## src/design/bitproc_pkg.sv

```systemverilog
// What this block does
// - Set, clear, complement of an addressed bit: two bytes, one cycle, set=1, clear=0
// - One-byte set, clear, complement act directly on the carry
// - Bit address D5 hex is bit 5 of the status word (user flag)
// - Bit move: bit to carry in one cycle, carry to bit in two
// - Four ops AND or OR the carry with a bit, result in carry
// - Inverted variants use the complemented bit; source bit never changes
// - Jump if carry one, jump if carry zero
// - Three-byte jumps test any bit for one or zero
// - Jump-if-set-and-clear branches on one and clears the bit, two cycles
// - All conditional jumps are relative and take two cycles
// - Target is incremented counter plus signed last byte; zero means next
// - Unconditional short jump uses the same relative offset
// - Rotate through carry and addition, with carry-in, also update carry
// - All eight status word bits, parity and overflow included, are testable
// - Port output bits complement in one cycle; port lines testable by jumps
// - Bit addresses 0..127 map onto RAM bytes 20..2F hex, low bit first
// - Bit addresses 128..255 pick register at upper five bits, low three select bit
// - Carry is status word bit 7; byte writes there change the carry
package bitproc_pkg;

	typedef enum logic [4:0] {
		OP_SET_BIT = 5'h00, OP_CLR_BIT = 5'h01, OP_CPL_BIT = 5'h02,
		OP_SET_C = 5'h03, OP_CLR_C = 5'h04, OP_CPL_C = 5'h05,
		OP_MOV_C_BIT = 5'h06, OP_MOV_BIT_C = 5'h07,
		OP_AND_C_BIT = 5'h08, OP_AND_C_NBIT = 5'h09,
		OP_OR_C_BIT = 5'h0A, OP_OR_C_NBIT = 5'h0B,
		OP_JUMP_C = 5'h0C, OP_JUMP_NC = 5'h0D,
		OP_JUMP_BIT = 5'h0E, OP_JUMP_NBIT = 5'h0F, OP_JUMP_CLR = 5'h10,
		OP_SHORT_JUMP = 5'h11, OP_ROT_LEFT_C = 5'h12, OP_ROT_RIGHT_C = 5'h13,
		OP_ADD_IMM = 5'h14, OP_ADD_WITH_CARRY_OP_IMM = 5'h15, OP_MOV_DIR_IMM = 5'h16
	} bit_op_e;

	typedef struct packed {
		bit_op_e op;
		logic [7:0] bit_addr;
		logic [7:0] operand;
	} instr_s;

	typedef enum logic {ST_FIRST = 1'b0, ST_SECOND = 1'b1} exec_state_e;

	localparam logic [7:0] RAM_BYTE_BASE = 8'h20;
	localparam logic [3:0] RAM_PAGE = 4'h2;
	localparam int RAM_BYTES = 16;
	localparam logic [7:0] ADDR_P1 = 8'h90;
	localparam logic [7:0] ADDR_TCON = 8'h88;
	localparam logic [7:0] ADDR_PSW = 8'hD0;
	localparam logic [7:0] ADDR_ACC = 8'hE0;
	localparam logic [7:0] ADDR_B = 8'hF0;
	localparam logic [7:0] UNMAPPED_READ = 8'h00;
	localparam int PSW_CY = 7;
	localparam int PSW_AC = 6;
	localparam int PSW_OV = 2;
	localparam int PSW_P = 0;
	localparam int SFR_SELECT_BIT = 7;
	localparam logic [7:0] PSW_RESET = 8'h00;
	localparam logic [7:0] P1_RESET = 8'hFF;
	localparam logic [7:0] BYTE_RESET = 8'h00;
	localparam logic [15:0] PC_RESET = 16'h0000;
	localparam logic [1:0] LEN_ONE = 2'h1;
	localparam logic [1:0] LEN_TWO = 2'h2;
	localparam logic [1:0] LEN_THREE = 2'h3;

endpackage : bitproc_pkg

```

## src/design/bit_processor.sv

```systemverilog
`timescale 1ns/1ps
`default_nettype none
module bit_processor (
	input wire logic mclk,
	input wire logic rst_b,
	input wire logic ce,
	input wire logic instr_valid,
	input wire bitproc_pkg::instr_s instr,
	output logic instr_ready,
	input wire logic [7:0] p1_pin,
	output logic [7:0] p1_out,
	output logic [7:0] acc,
	output logic [7:0] program_status_word,
	output logic carry_flag,
	output logic [15:0] pc,
	output logic done,
	output logic branch_taken
);

	// ==========================================
	// Opcode properties
	function automatic logic [1:0] len_of(input bitproc_pkg::bit_op_e op);
		unique case (op)
			bitproc_pkg::OP_SET_C, bitproc_pkg::OP_CLR_C, bitproc_pkg::OP_CPL_C,
			bitproc_pkg::OP_ROT_LEFT_C, bitproc_pkg::OP_ROT_RIGHT_C:
				len_of = bitproc_pkg::LEN_ONE;
			bitproc_pkg::OP_JUMP_BIT, bitproc_pkg::OP_JUMP_NBIT, bitproc_pkg::OP_JUMP_CLR,
			bitproc_pkg::OP_MOV_DIR_IMM:
				len_of = bitproc_pkg::LEN_THREE;
			default: len_of = bitproc_pkg::LEN_TWO;
		endcase
	endfunction : len_of

	function automatic logic is_two(input bitproc_pkg::bit_op_e op);
		unique case (op)
			bitproc_pkg::OP_MOV_BIT_C, bitproc_pkg::OP_JUMP_C, bitproc_pkg::OP_JUMP_NC,
			bitproc_pkg::OP_JUMP_BIT, bitproc_pkg::OP_JUMP_NBIT, bitproc_pkg::OP_JUMP_CLR,
			bitproc_pkg::OP_SHORT_JUMP, bitproc_pkg::OP_MOV_DIR_IMM:
				is_two = 1'b1;
			default: is_two = 1'b0;
		endcase
	endfunction : is_two

	// ==========================================
	// State
	bitproc_pkg::exec_state_e state_q;
	bitproc_pkg::instr_s hold_q;
	logic [7:0] ram_q [bitproc_pkg::RAM_BYTES];
	logic [7:0] acc_q, b_q, psw_q, p1_q, tcon_q;
	logic [15:0] pc_q;
	logic done_q, taken_q;

	// ==========================================
	// Sequencing: two-cycle ops are parked and finish in the second cycle
	wire in_second = (state_q == bitproc_pkg::ST_SECOND);
	wire accept = ce & instr_valid & ~in_second;
	wire accept_two = accept & is_two(instr.op);
	wire exec = in_second ? ce : (accept & ~is_two(instr.op));
	bitproc_pkg::instr_s cur;
	assign cur = in_second ? hold_q : instr;

	// ==========================================
	// Bit address decode
	wire is_ram = ~cur.bit_addr[bitproc_pkg::SFR_SELECT_BIT];
	wire [3:0] ram_idx = cur.bit_addr[6:3];
	wire [2:0] bit_pos = cur.bit_addr[2:0];
	wire [7:0] sfr_addr = {cur.bit_addr[7:3], 3'b000};

	// Latch view feeds read-modify-write; pin view feeds tests so lines can be polled
	wire [7:0] sfr_latch =
		(sfr_addr == bitproc_pkg::ADDR_ACC) ? acc_q :
		(sfr_addr == bitproc_pkg::ADDR_B) ? b_q :
		(sfr_addr == bitproc_pkg::ADDR_PSW) ? psw_q :
		(sfr_addr == bitproc_pkg::ADDR_P1) ? p1_q :
		(sfr_addr == bitproc_pkg::ADDR_TCON) ? tcon_q : bitproc_pkg::UNMAPPED_READ;
	wire [7:0] sfr_pin = (sfr_addr == bitproc_pkg::ADDR_P1) ? p1_pin : sfr_latch;
	wire [7:0] byte_old = is_ram ? ram_q[ram_idx] : sfr_latch;
	wire bit_test = is_ram ? ram_q[ram_idx][bit_pos] : sfr_pin[bit_pos];
	wire cy = psw_q[bitproc_pkg::PSW_CY];

	// ==========================================
	// Arithmetic for add and add-with-carry
	wire cin = (cur.op == bitproc_pkg::OP_ADD_WITH_CARRY_OP_IMM) & cy;
	wire [8:0] sum9 = {1'b0, acc_q} + {1'b0, cur.operand} + {8'h00, cin};
	wire [4:0] half5 = {1'b0, acc_q[3:0]} + {1'b0, cur.operand[3:0]} + {4'h0, cin};
	wire [7:0] low8 = {1'b0, acc_q[6:0]} + {1'b0, cur.operand[6:0]} + {7'h00, cin};

	// ==========================================
	// Execute
	logic bit_we, bit_val, byte_we, c_we, c_val, acc_we, arith, taken;
	logic [7:0] acc_val;
	always_comb begin
		bit_we = 1'b0;
		bit_val = 1'b0;
		byte_we = 1'b0;
		c_we = 1'b0;
		c_val = cy;
		acc_we = 1'b0;
		acc_val = acc_q;
		arith = 1'b0;
		taken = 1'b0;
		unique case (cur.op)
			bitproc_pkg::OP_SET_BIT: begin
				bit_we = 1'b1;
				bit_val = 1'b1;
			end
			bitproc_pkg::OP_CLR_BIT: bit_we = 1'b1;
			bitproc_pkg::OP_CPL_BIT: begin
				bit_we = 1'b1;
				bit_val = ~byte_old[bit_pos];
			end
			bitproc_pkg::OP_SET_C: begin
				c_we = 1'b1;
				c_val = 1'b1;
			end
			bitproc_pkg::OP_CLR_C: begin
				c_we = 1'b1;
				c_val = 1'b0;
			end
			bitproc_pkg::OP_CPL_C: begin
				c_we = 1'b1;
				c_val = ~cy;
			end
			bitproc_pkg::OP_MOV_C_BIT: begin
				c_we = 1'b1;
				c_val = bit_test;
			end
			bitproc_pkg::OP_MOV_BIT_C: begin
				bit_we = 1'b1;
				bit_val = cy;
			end
			bitproc_pkg::OP_AND_C_BIT: begin
				c_we = 1'b1;
				c_val = cy & bit_test;
			end
			bitproc_pkg::OP_AND_C_NBIT: begin
				c_we = 1'b1;
				c_val = cy & ~bit_test;
			end
			bitproc_pkg::OP_OR_C_BIT: begin
				c_we = 1'b1;
				c_val = cy | bit_test;
			end
			bitproc_pkg::OP_OR_C_NBIT: begin
				c_we = 1'b1;
				c_val = cy | ~bit_test;
			end
			bitproc_pkg::OP_JUMP_C: taken = cy;
			bitproc_pkg::OP_JUMP_NC: taken = ~cy;
			bitproc_pkg::OP_JUMP_BIT: taken = bit_test;
			bitproc_pkg::OP_JUMP_NBIT: taken = ~bit_test;
			bitproc_pkg::OP_JUMP_CLR: begin
				taken = bit_test;
				bit_we = bit_test;
			end
			bitproc_pkg::OP_SHORT_JUMP: taken = 1'b1;
			bitproc_pkg::OP_ROT_LEFT_C: begin
				acc_we = 1'b1;
				acc_val = {acc_q[6:0], cy};
				c_we = 1'b1;
				c_val = acc_q[7];
			end
			bitproc_pkg::OP_ROT_RIGHT_C: begin
				acc_we = 1'b1;
				acc_val = {cy, acc_q[7:1]};
				c_we = 1'b1;
				c_val = acc_q[0];
			end
			bitproc_pkg::OP_ADD_IMM, bitproc_pkg::OP_ADD_WITH_CARRY_OP_IMM: begin
				acc_we = 1'b1;
				acc_val = sum9[7:0];
				c_we = 1'b1;
				c_val = sum9[8];
				arith = 1'b1;
			end
			bitproc_pkg::OP_MOV_DIR_IMM: byte_we = 1'b1;
			default: ;
		endcase
	end

	// ==========================================
	// Write-back: a bit write rewrites its whole byte with the other bits kept
	wire [7:0] bit_mask = 8'h01 << bit_pos;
	wire [7:0] rmw_byte = (byte_old & ~bit_mask) | (bit_val ? bit_mask : 8'h00);
	wire [7:0] wr_addr = byte_we ? cur.bit_addr :
		(is_ram ? {bitproc_pkg::RAM_PAGE, ram_idx} : sfr_addr);
	wire [7:0] wr_val = byte_we ? cur.operand : rmw_byte;
	wire wr_en = exec & (bit_we | byte_we);
	wire wr_ram = wr_en & (wr_addr[7:4] == bitproc_pkg::RAM_PAGE);
	wire wr_psw = wr_en & (wr_addr == bitproc_pkg::ADDR_PSW);

	wire [7:0] acc_d = (wr_en & (wr_addr == bitproc_pkg::ADDR_ACC)) ? wr_val :
		((exec & acc_we) ? acc_val : acc_q);
	logic [7:0] psw_d;
	always_comb begin
		psw_d = wr_psw ? wr_val : psw_q;
		if (exec & arith) begin
			psw_d[bitproc_pkg::PSW_AC] = half5[4];
			psw_d[bitproc_pkg::PSW_OV] = sum9[8] ^ low8[7];
		end
		if (exec & c_we)
			psw_d[bitproc_pkg::PSW_CY] = c_val;
		psw_d[bitproc_pkg::PSW_P] = ^acc_d; // Parity follows the accumulator
	end

	// ==========================================
	// Program counter
	wire [15:0] seq_pc = pc_q + {14'h0000, len_of(cur.op)};
	wire [15:0] tgt_pc = seq_pc + {{8{cur.operand[7]}}, cur.operand};
	wire [15:0] pc_d = taken ? tgt_pc : seq_pc;

	always_ff @(posedge mclk) begin
		if (!rst_b) begin
			state_q <= bitproc_pkg::ST_FIRST;
			hold_q <= '0;
			pc_q <= bitproc_pkg::PC_RESET;
			acc_q <= bitproc_pkg::BYTE_RESET;
			b_q <= bitproc_pkg::BYTE_RESET;
			psw_q <= bitproc_pkg::PSW_RESET;
			p1_q <= bitproc_pkg::P1_RESET;
			tcon_q <= bitproc_pkg::BYTE_RESET;
			done_q <= 1'b0;
			taken_q <= 1'b0;
			for (int i = 0; i < bitproc_pkg::RAM_BYTES; i++)
				ram_q[i] <= bitproc_pkg::BYTE_RESET;
		end else if (ce) begin
			state_q <= accept_two ? bitproc_pkg::ST_SECOND : bitproc_pkg::ST_FIRST;
			if (accept_two)
				hold_q <= instr;
			done_q <= exec;
			taken_q <= exec & taken;
			if (exec) begin
				pc_q <= pc_d;
				acc_q <= acc_d;
				psw_q <= psw_d;
			end
			if (wr_ram)
				ram_q[wr_addr[3:0]] <= wr_val;
			if (wr_en & (wr_addr == bitproc_pkg::ADDR_B))
				b_q <= wr_val;
			if (wr_en & (wr_addr == bitproc_pkg::ADDR_P1))
				p1_q <= wr_val;
			if (wr_en & (wr_addr == bitproc_pkg::ADDR_TCON))
				tcon_q <= wr_val;
		end
	end

	assign instr_ready = ~in_second;
	assign p1_out = p1_q;
	assign acc = acc_q;
	assign program_status_word = psw_q;
	assign carry_flag = psw_q[bitproc_pkg::PSW_CY];
	assign pc = pc_q;
	assign done = done_q;
	assign branch_taken = taken_q;

	wire is_jump = cur.op inside {bitproc_pkg::OP_JUMP_C, bitproc_pkg::OP_JUMP_NC,
		bitproc_pkg::OP_JUMP_BIT, bitproc_pkg::OP_JUMP_NBIT, bitproc_pkg::OP_JUMP_CLR};
endmodule : bit_processor
`default_nettype wire

```

## config.mk

```make
export PLATFORM = sky130hd
export DESIGN_NAME = bit_processor
export DESIGN_NICKNAME = d
export VERILOG_FILES = /design/src/design/bitproc_pkg.sv /design/src/design/bit_processor.sv
export SDC_FILE = /design/constraint.sdc
export NUM_CORES = 1
export LEC_CHECK = 0
export ABC_AREA = 1
export BUFFER_PORTS_ARGS = -buffer_cell sky130_fd_sc_hd__buf_2
export CORE_UTILIZATION = 35
export DETAILED_ROUTE_END_ITERATION = 7
export PLACE_DENSITY = 0.59
export SLEW_MARGIN = 25
export SYNTH_ARGS = -nofsm -noshare
export SYNTH_HDL_FRONTEND = slang
export SYNTH_SLANG_ARGS = --single-unit
```

## constraint.sdc

```tcl
create_clock -name mclk -period 10.9 [get_ports mclk]
set_clock_uncertainty 0.1 [all_clocks]
set_input_delay 0 -clock mclk [delete_from_list [all_inputs] [get_ports mclk]]
set_output_delay 0 -clock mclk [all_outputs]
set_load 0.1 [all_outputs]
```

==> results.toml <==
[placed_design]
final_weighted_congestion_in_routability_driven_placement = 0.919
hpwl_mm = 26.8
numPortBuffers = 76

[critical_path]
cp_data_required_time_ns = 11.23
timing.reg2reg.worst_path_depth = 35
r2r_start = "in_second$_SDFFE_PN0P_"
critPathCaptureType = "flop"
timing.reg2reg.setup_slack_ns = 5.18
setup.worst_path.end = "pc[15]$_SDFFE_PN0P_"
crit_path_max_fanout = 23
worst_setup_path_start_kind = "flop"
criticalPathCategory = "flop to flop"
cp_slowest_cell = "dfxtp_1"
worst_flop_to_flop_path_endpoint = "pc[15]$_SDFFE_PN0P_"
timing.critical_path.from = "in_second$_SDFFE_PN0P_"
critical_path.max_stage_delay_ns = 0.64
cp_data_arrival_time_ns = 6.05

[grt]
grt_use_met3 = 0.0238
grt_overflow = 0
grt_pass1_wl_mm = 59.9
first_global_vias = 10700
gr-usage-all-layers = 0.209
number_of_antenna_violations_at_the_first_check_in_global_routing = 0
grt_max_degree = 77
busiest_layer = "met2"
gr-usage-met1 = 0.312
groute.layer.met2.usage = 0.323

[synth]
post_synth_mux_area_share = 0
synth.most_common_cell = "nand2_1"
portion_of_synthesized_cell_area_occupied_by_the_leading_cell_type = 0.304
dominantRegCellSynth = "edfxtp_1"
synthTopCellsByCount = "nand2_1 (524), nor2_1 (266), inv_1 (240)"
synth-compound-area-share = 0.112
average_size_of_a_mapped_cell_um2 = 7.02
async_set_or_reset_register_ratio_after_synthesis = 0
post-synth-top-area-cell = "edfxtp_1"
number_of_enable_flip_flop_cells_after_synthesis = 128
number_of_warning_messages_in_the_yosys_log = 0
summed_instance_area_of_the_synthesized_netlist_um2 = 12600
synth_top_family_by_area = "simple AND/OR/NAND/NOR gates"
synth_nets = 1860
yosys.area_share.adder = 0.0301
seq_area_frac_synth = 0.431
ys_seq_elements = 208
yosys.cell_types.count = 47
syn_inst = 1799
ys_top_cells_by_area = "edfxtp_1 (30%), nand2_1 (16%), dfxtp_1 (13%), nor2_1 (7.9%), inv_1 (7.1%)"
synthXorXnorAreaFrac = 0.0173
yosys.area_share.simple = 0.307

[power_and_ir_drop]
cellPowerDensity_nw_per_um2 = 144
cellLeakagePower_nw = 6.60
ir_worst_vdd_mv = 0.109

[final_layout]
num_antenna_cells = 0
fillers = 3826
final_nets = 1929
register_area_um2 = 5450
areaGrowthSynthToFinish_pct = 13.8
multi_input_area_um2 = 5910
drive_above_1_share = 0.0933

[status]
status = "complete, no violations"

[cts]
cts_inserted_buffers = 24
clkSinkCount = 208
clk_transition_reported_paths_ns = 0.07
cts_tree = "done"
h-tree-depth = 1
cts_buffer_depth = 3
number_of_buffers_added_for_setup_after_cts = 0
cts.root.buffer_cell = "clkbuf_16"
cts_resized = 0
insertion_delay_ns = 0.55

[floorplan]
die-width_um = 192
floorplan.initialDensity = 0.355
die_y_um = 192
die_area_um2 = 36900
rows = 69
core_region_area_um2 = 35600
floorplan.io_pins = 77

[timing]
hold_slack_ns = 0.0898
post-route-period-util = 0.525
finalSetupViolCount = 0
unrepaired_setup_endpoints_after_global_routing = "no"
count_of_endpoints_failing_hold_in_the_final_timing_report = 0
timing.slew.headroom = 0.292
final_layout_setup_total_negative_slack_ns = 0
min_period_ns = 5.72
slew_viol_final = 0
max_slew.worst_pin.slew_ns = 1.06
achievable-frequency_mhz = 175

[job]
cap_viol_max_count = 0

[detailed_routing]
routedWlPerCell_um = 16.3
ant_nets = 0
drc = 0
post_drt_via_cell_ratio = 5.04
num_vias = 11800
drt-initial-drc-count = 1035
drtPass1Iterations = 6
finalWirelength_mm = 38.2

[min_path]
min_path_type = "input port to flop"
==> worst max-delay path: cells and delay by family, from the launching register on <==
family / cells / cell delay (ns)
simple gates: 14 / 1.42
flops: 1 / 0.64
xor+xnor: 1 / 0.13
buf+inv: 8 / 0.84
compound gates: 9 / 1.55
fa+ha+maj: 3 / 0.88
==> layout by cell type, fill, tap and decap left out, types with 3 or more instances in the layout <==
master,Yosys,layout
nand2_1,524,524
nor2_1,266,266
inv_1,240,239
edfxtp_1,128,128
o21ai_0,113,113
nand3_1,96,96
a21oi_1,86,85
dfxtp_1,80,80
buf_2,20,76
ha_1,24,24
clkbuf_16,0,24
dlygate4sd3_1,0,22
nand4_1,18,18
inv_2,16,17
xor2_1,16,16
buf_4,6,13
nor3_1,11,11
clkinv_1,6,11
xnor2_1,9,9
o211ai_1,9,9
or2_2,8,8
o21ai_1,8,8
nor2_2,6,6
o22ai_1,6,6
o21bai_1,6,6
a31oi_1,6,6
o21ai_2,5,5
nand2_2,5,5
nand3b_1,5,5
clkbuf_8,0,5
a22oi_1,4,4
fa_1,4,4
nor3_2,3,3
a221oi_1,3,3
o221ai_1,3,3
clkinv_2,0,3
clkbuf_1,40,3
==> kinds of logic (layout without fill, tap and decap cells) <==
family,after synthesis,in the layout
AOI/OAI and AO/OA,257,257
adders and majority gates,28,28
xor gates and xnor gates,25,25
and+or+nand+nor,951,951
buffers and inverters,330,417
DFF,208,208
==> power by group <==
part / internal, mW / switching, mW
registers: 0.860 / 0.0133
clock network: 0.442 / 0.335
logic: 0.106 / 0.309
==> metal layers <==
metal  vias to the layer above  wire (µm)
li1                       5883          -
met1                      5556      18000
met2                       356      17200
met3                        40       2380
met4                         0        599
met5                         -          0
==> registers in the layout (all words and copies together) (netlist names) <==
name and flops:
program_status_word 8, b_q 8, tcon_q 8, p1_out 8, in_second 1, done 1
acc 8, ram_q 128, branch_taken 1, pc 16, hold_q 21
==> layout make-up <==
class,instances,share of cell area
well taps,461,0.0401
flip-flops and latches,208,0.379
repair buffers,111,0.0486
clock inverters,10,0.00496
inverters,262,0.0684
multi-input cells,1261,0.411
clock buffers,34,0.0480
==> worst min-delay path by stage <==
stage / start / end / cells past startpoint
after floorplan: ce / branch_taken$_SDFFE_PN0P_ / 3
after global placement: instr[1] / hold_q[1]$_SDFFE_PN0P_ / 3
after detailed placement: instr[7] / hold_q[7]$_SDFFE_PN0P_ / 3
after CTS: instr_valid / program_status_word[0]$_SDFFE_PN0P_ / 7
after global routing: instr_valid / hold_q[2]$_SDFFE_PN0P_ / 3
final: rst_b / program_status_word[3]$_SDFFE_PN0P_ / 4
==> metrics by stage <==
step           instance area, µm²  total power, mW  std cells  worst slack (ns)   util
3_3_place_gp                13400             1.30       2281              5.32  0.377
4_1_cts                     14400             2.08       2347              5.24  0.404
3_5_place_dp                13400             1.30       2281              5.28  0.377
5_1_grt                     14400             2.16       2347              4.43  0.404
2_1_floorplan               12600             1.18       1799              6.29      -
6_report                    14400             2.07       2347              5.18  0.404
==> repair_timing <==
action	4_1_cts	5_1_grt
endpoints found under the hold margin	25	0
hold buffers	22	0
setup endpoints to repair	0	0
Note: power is estimated with default switching activity, not from simulation.
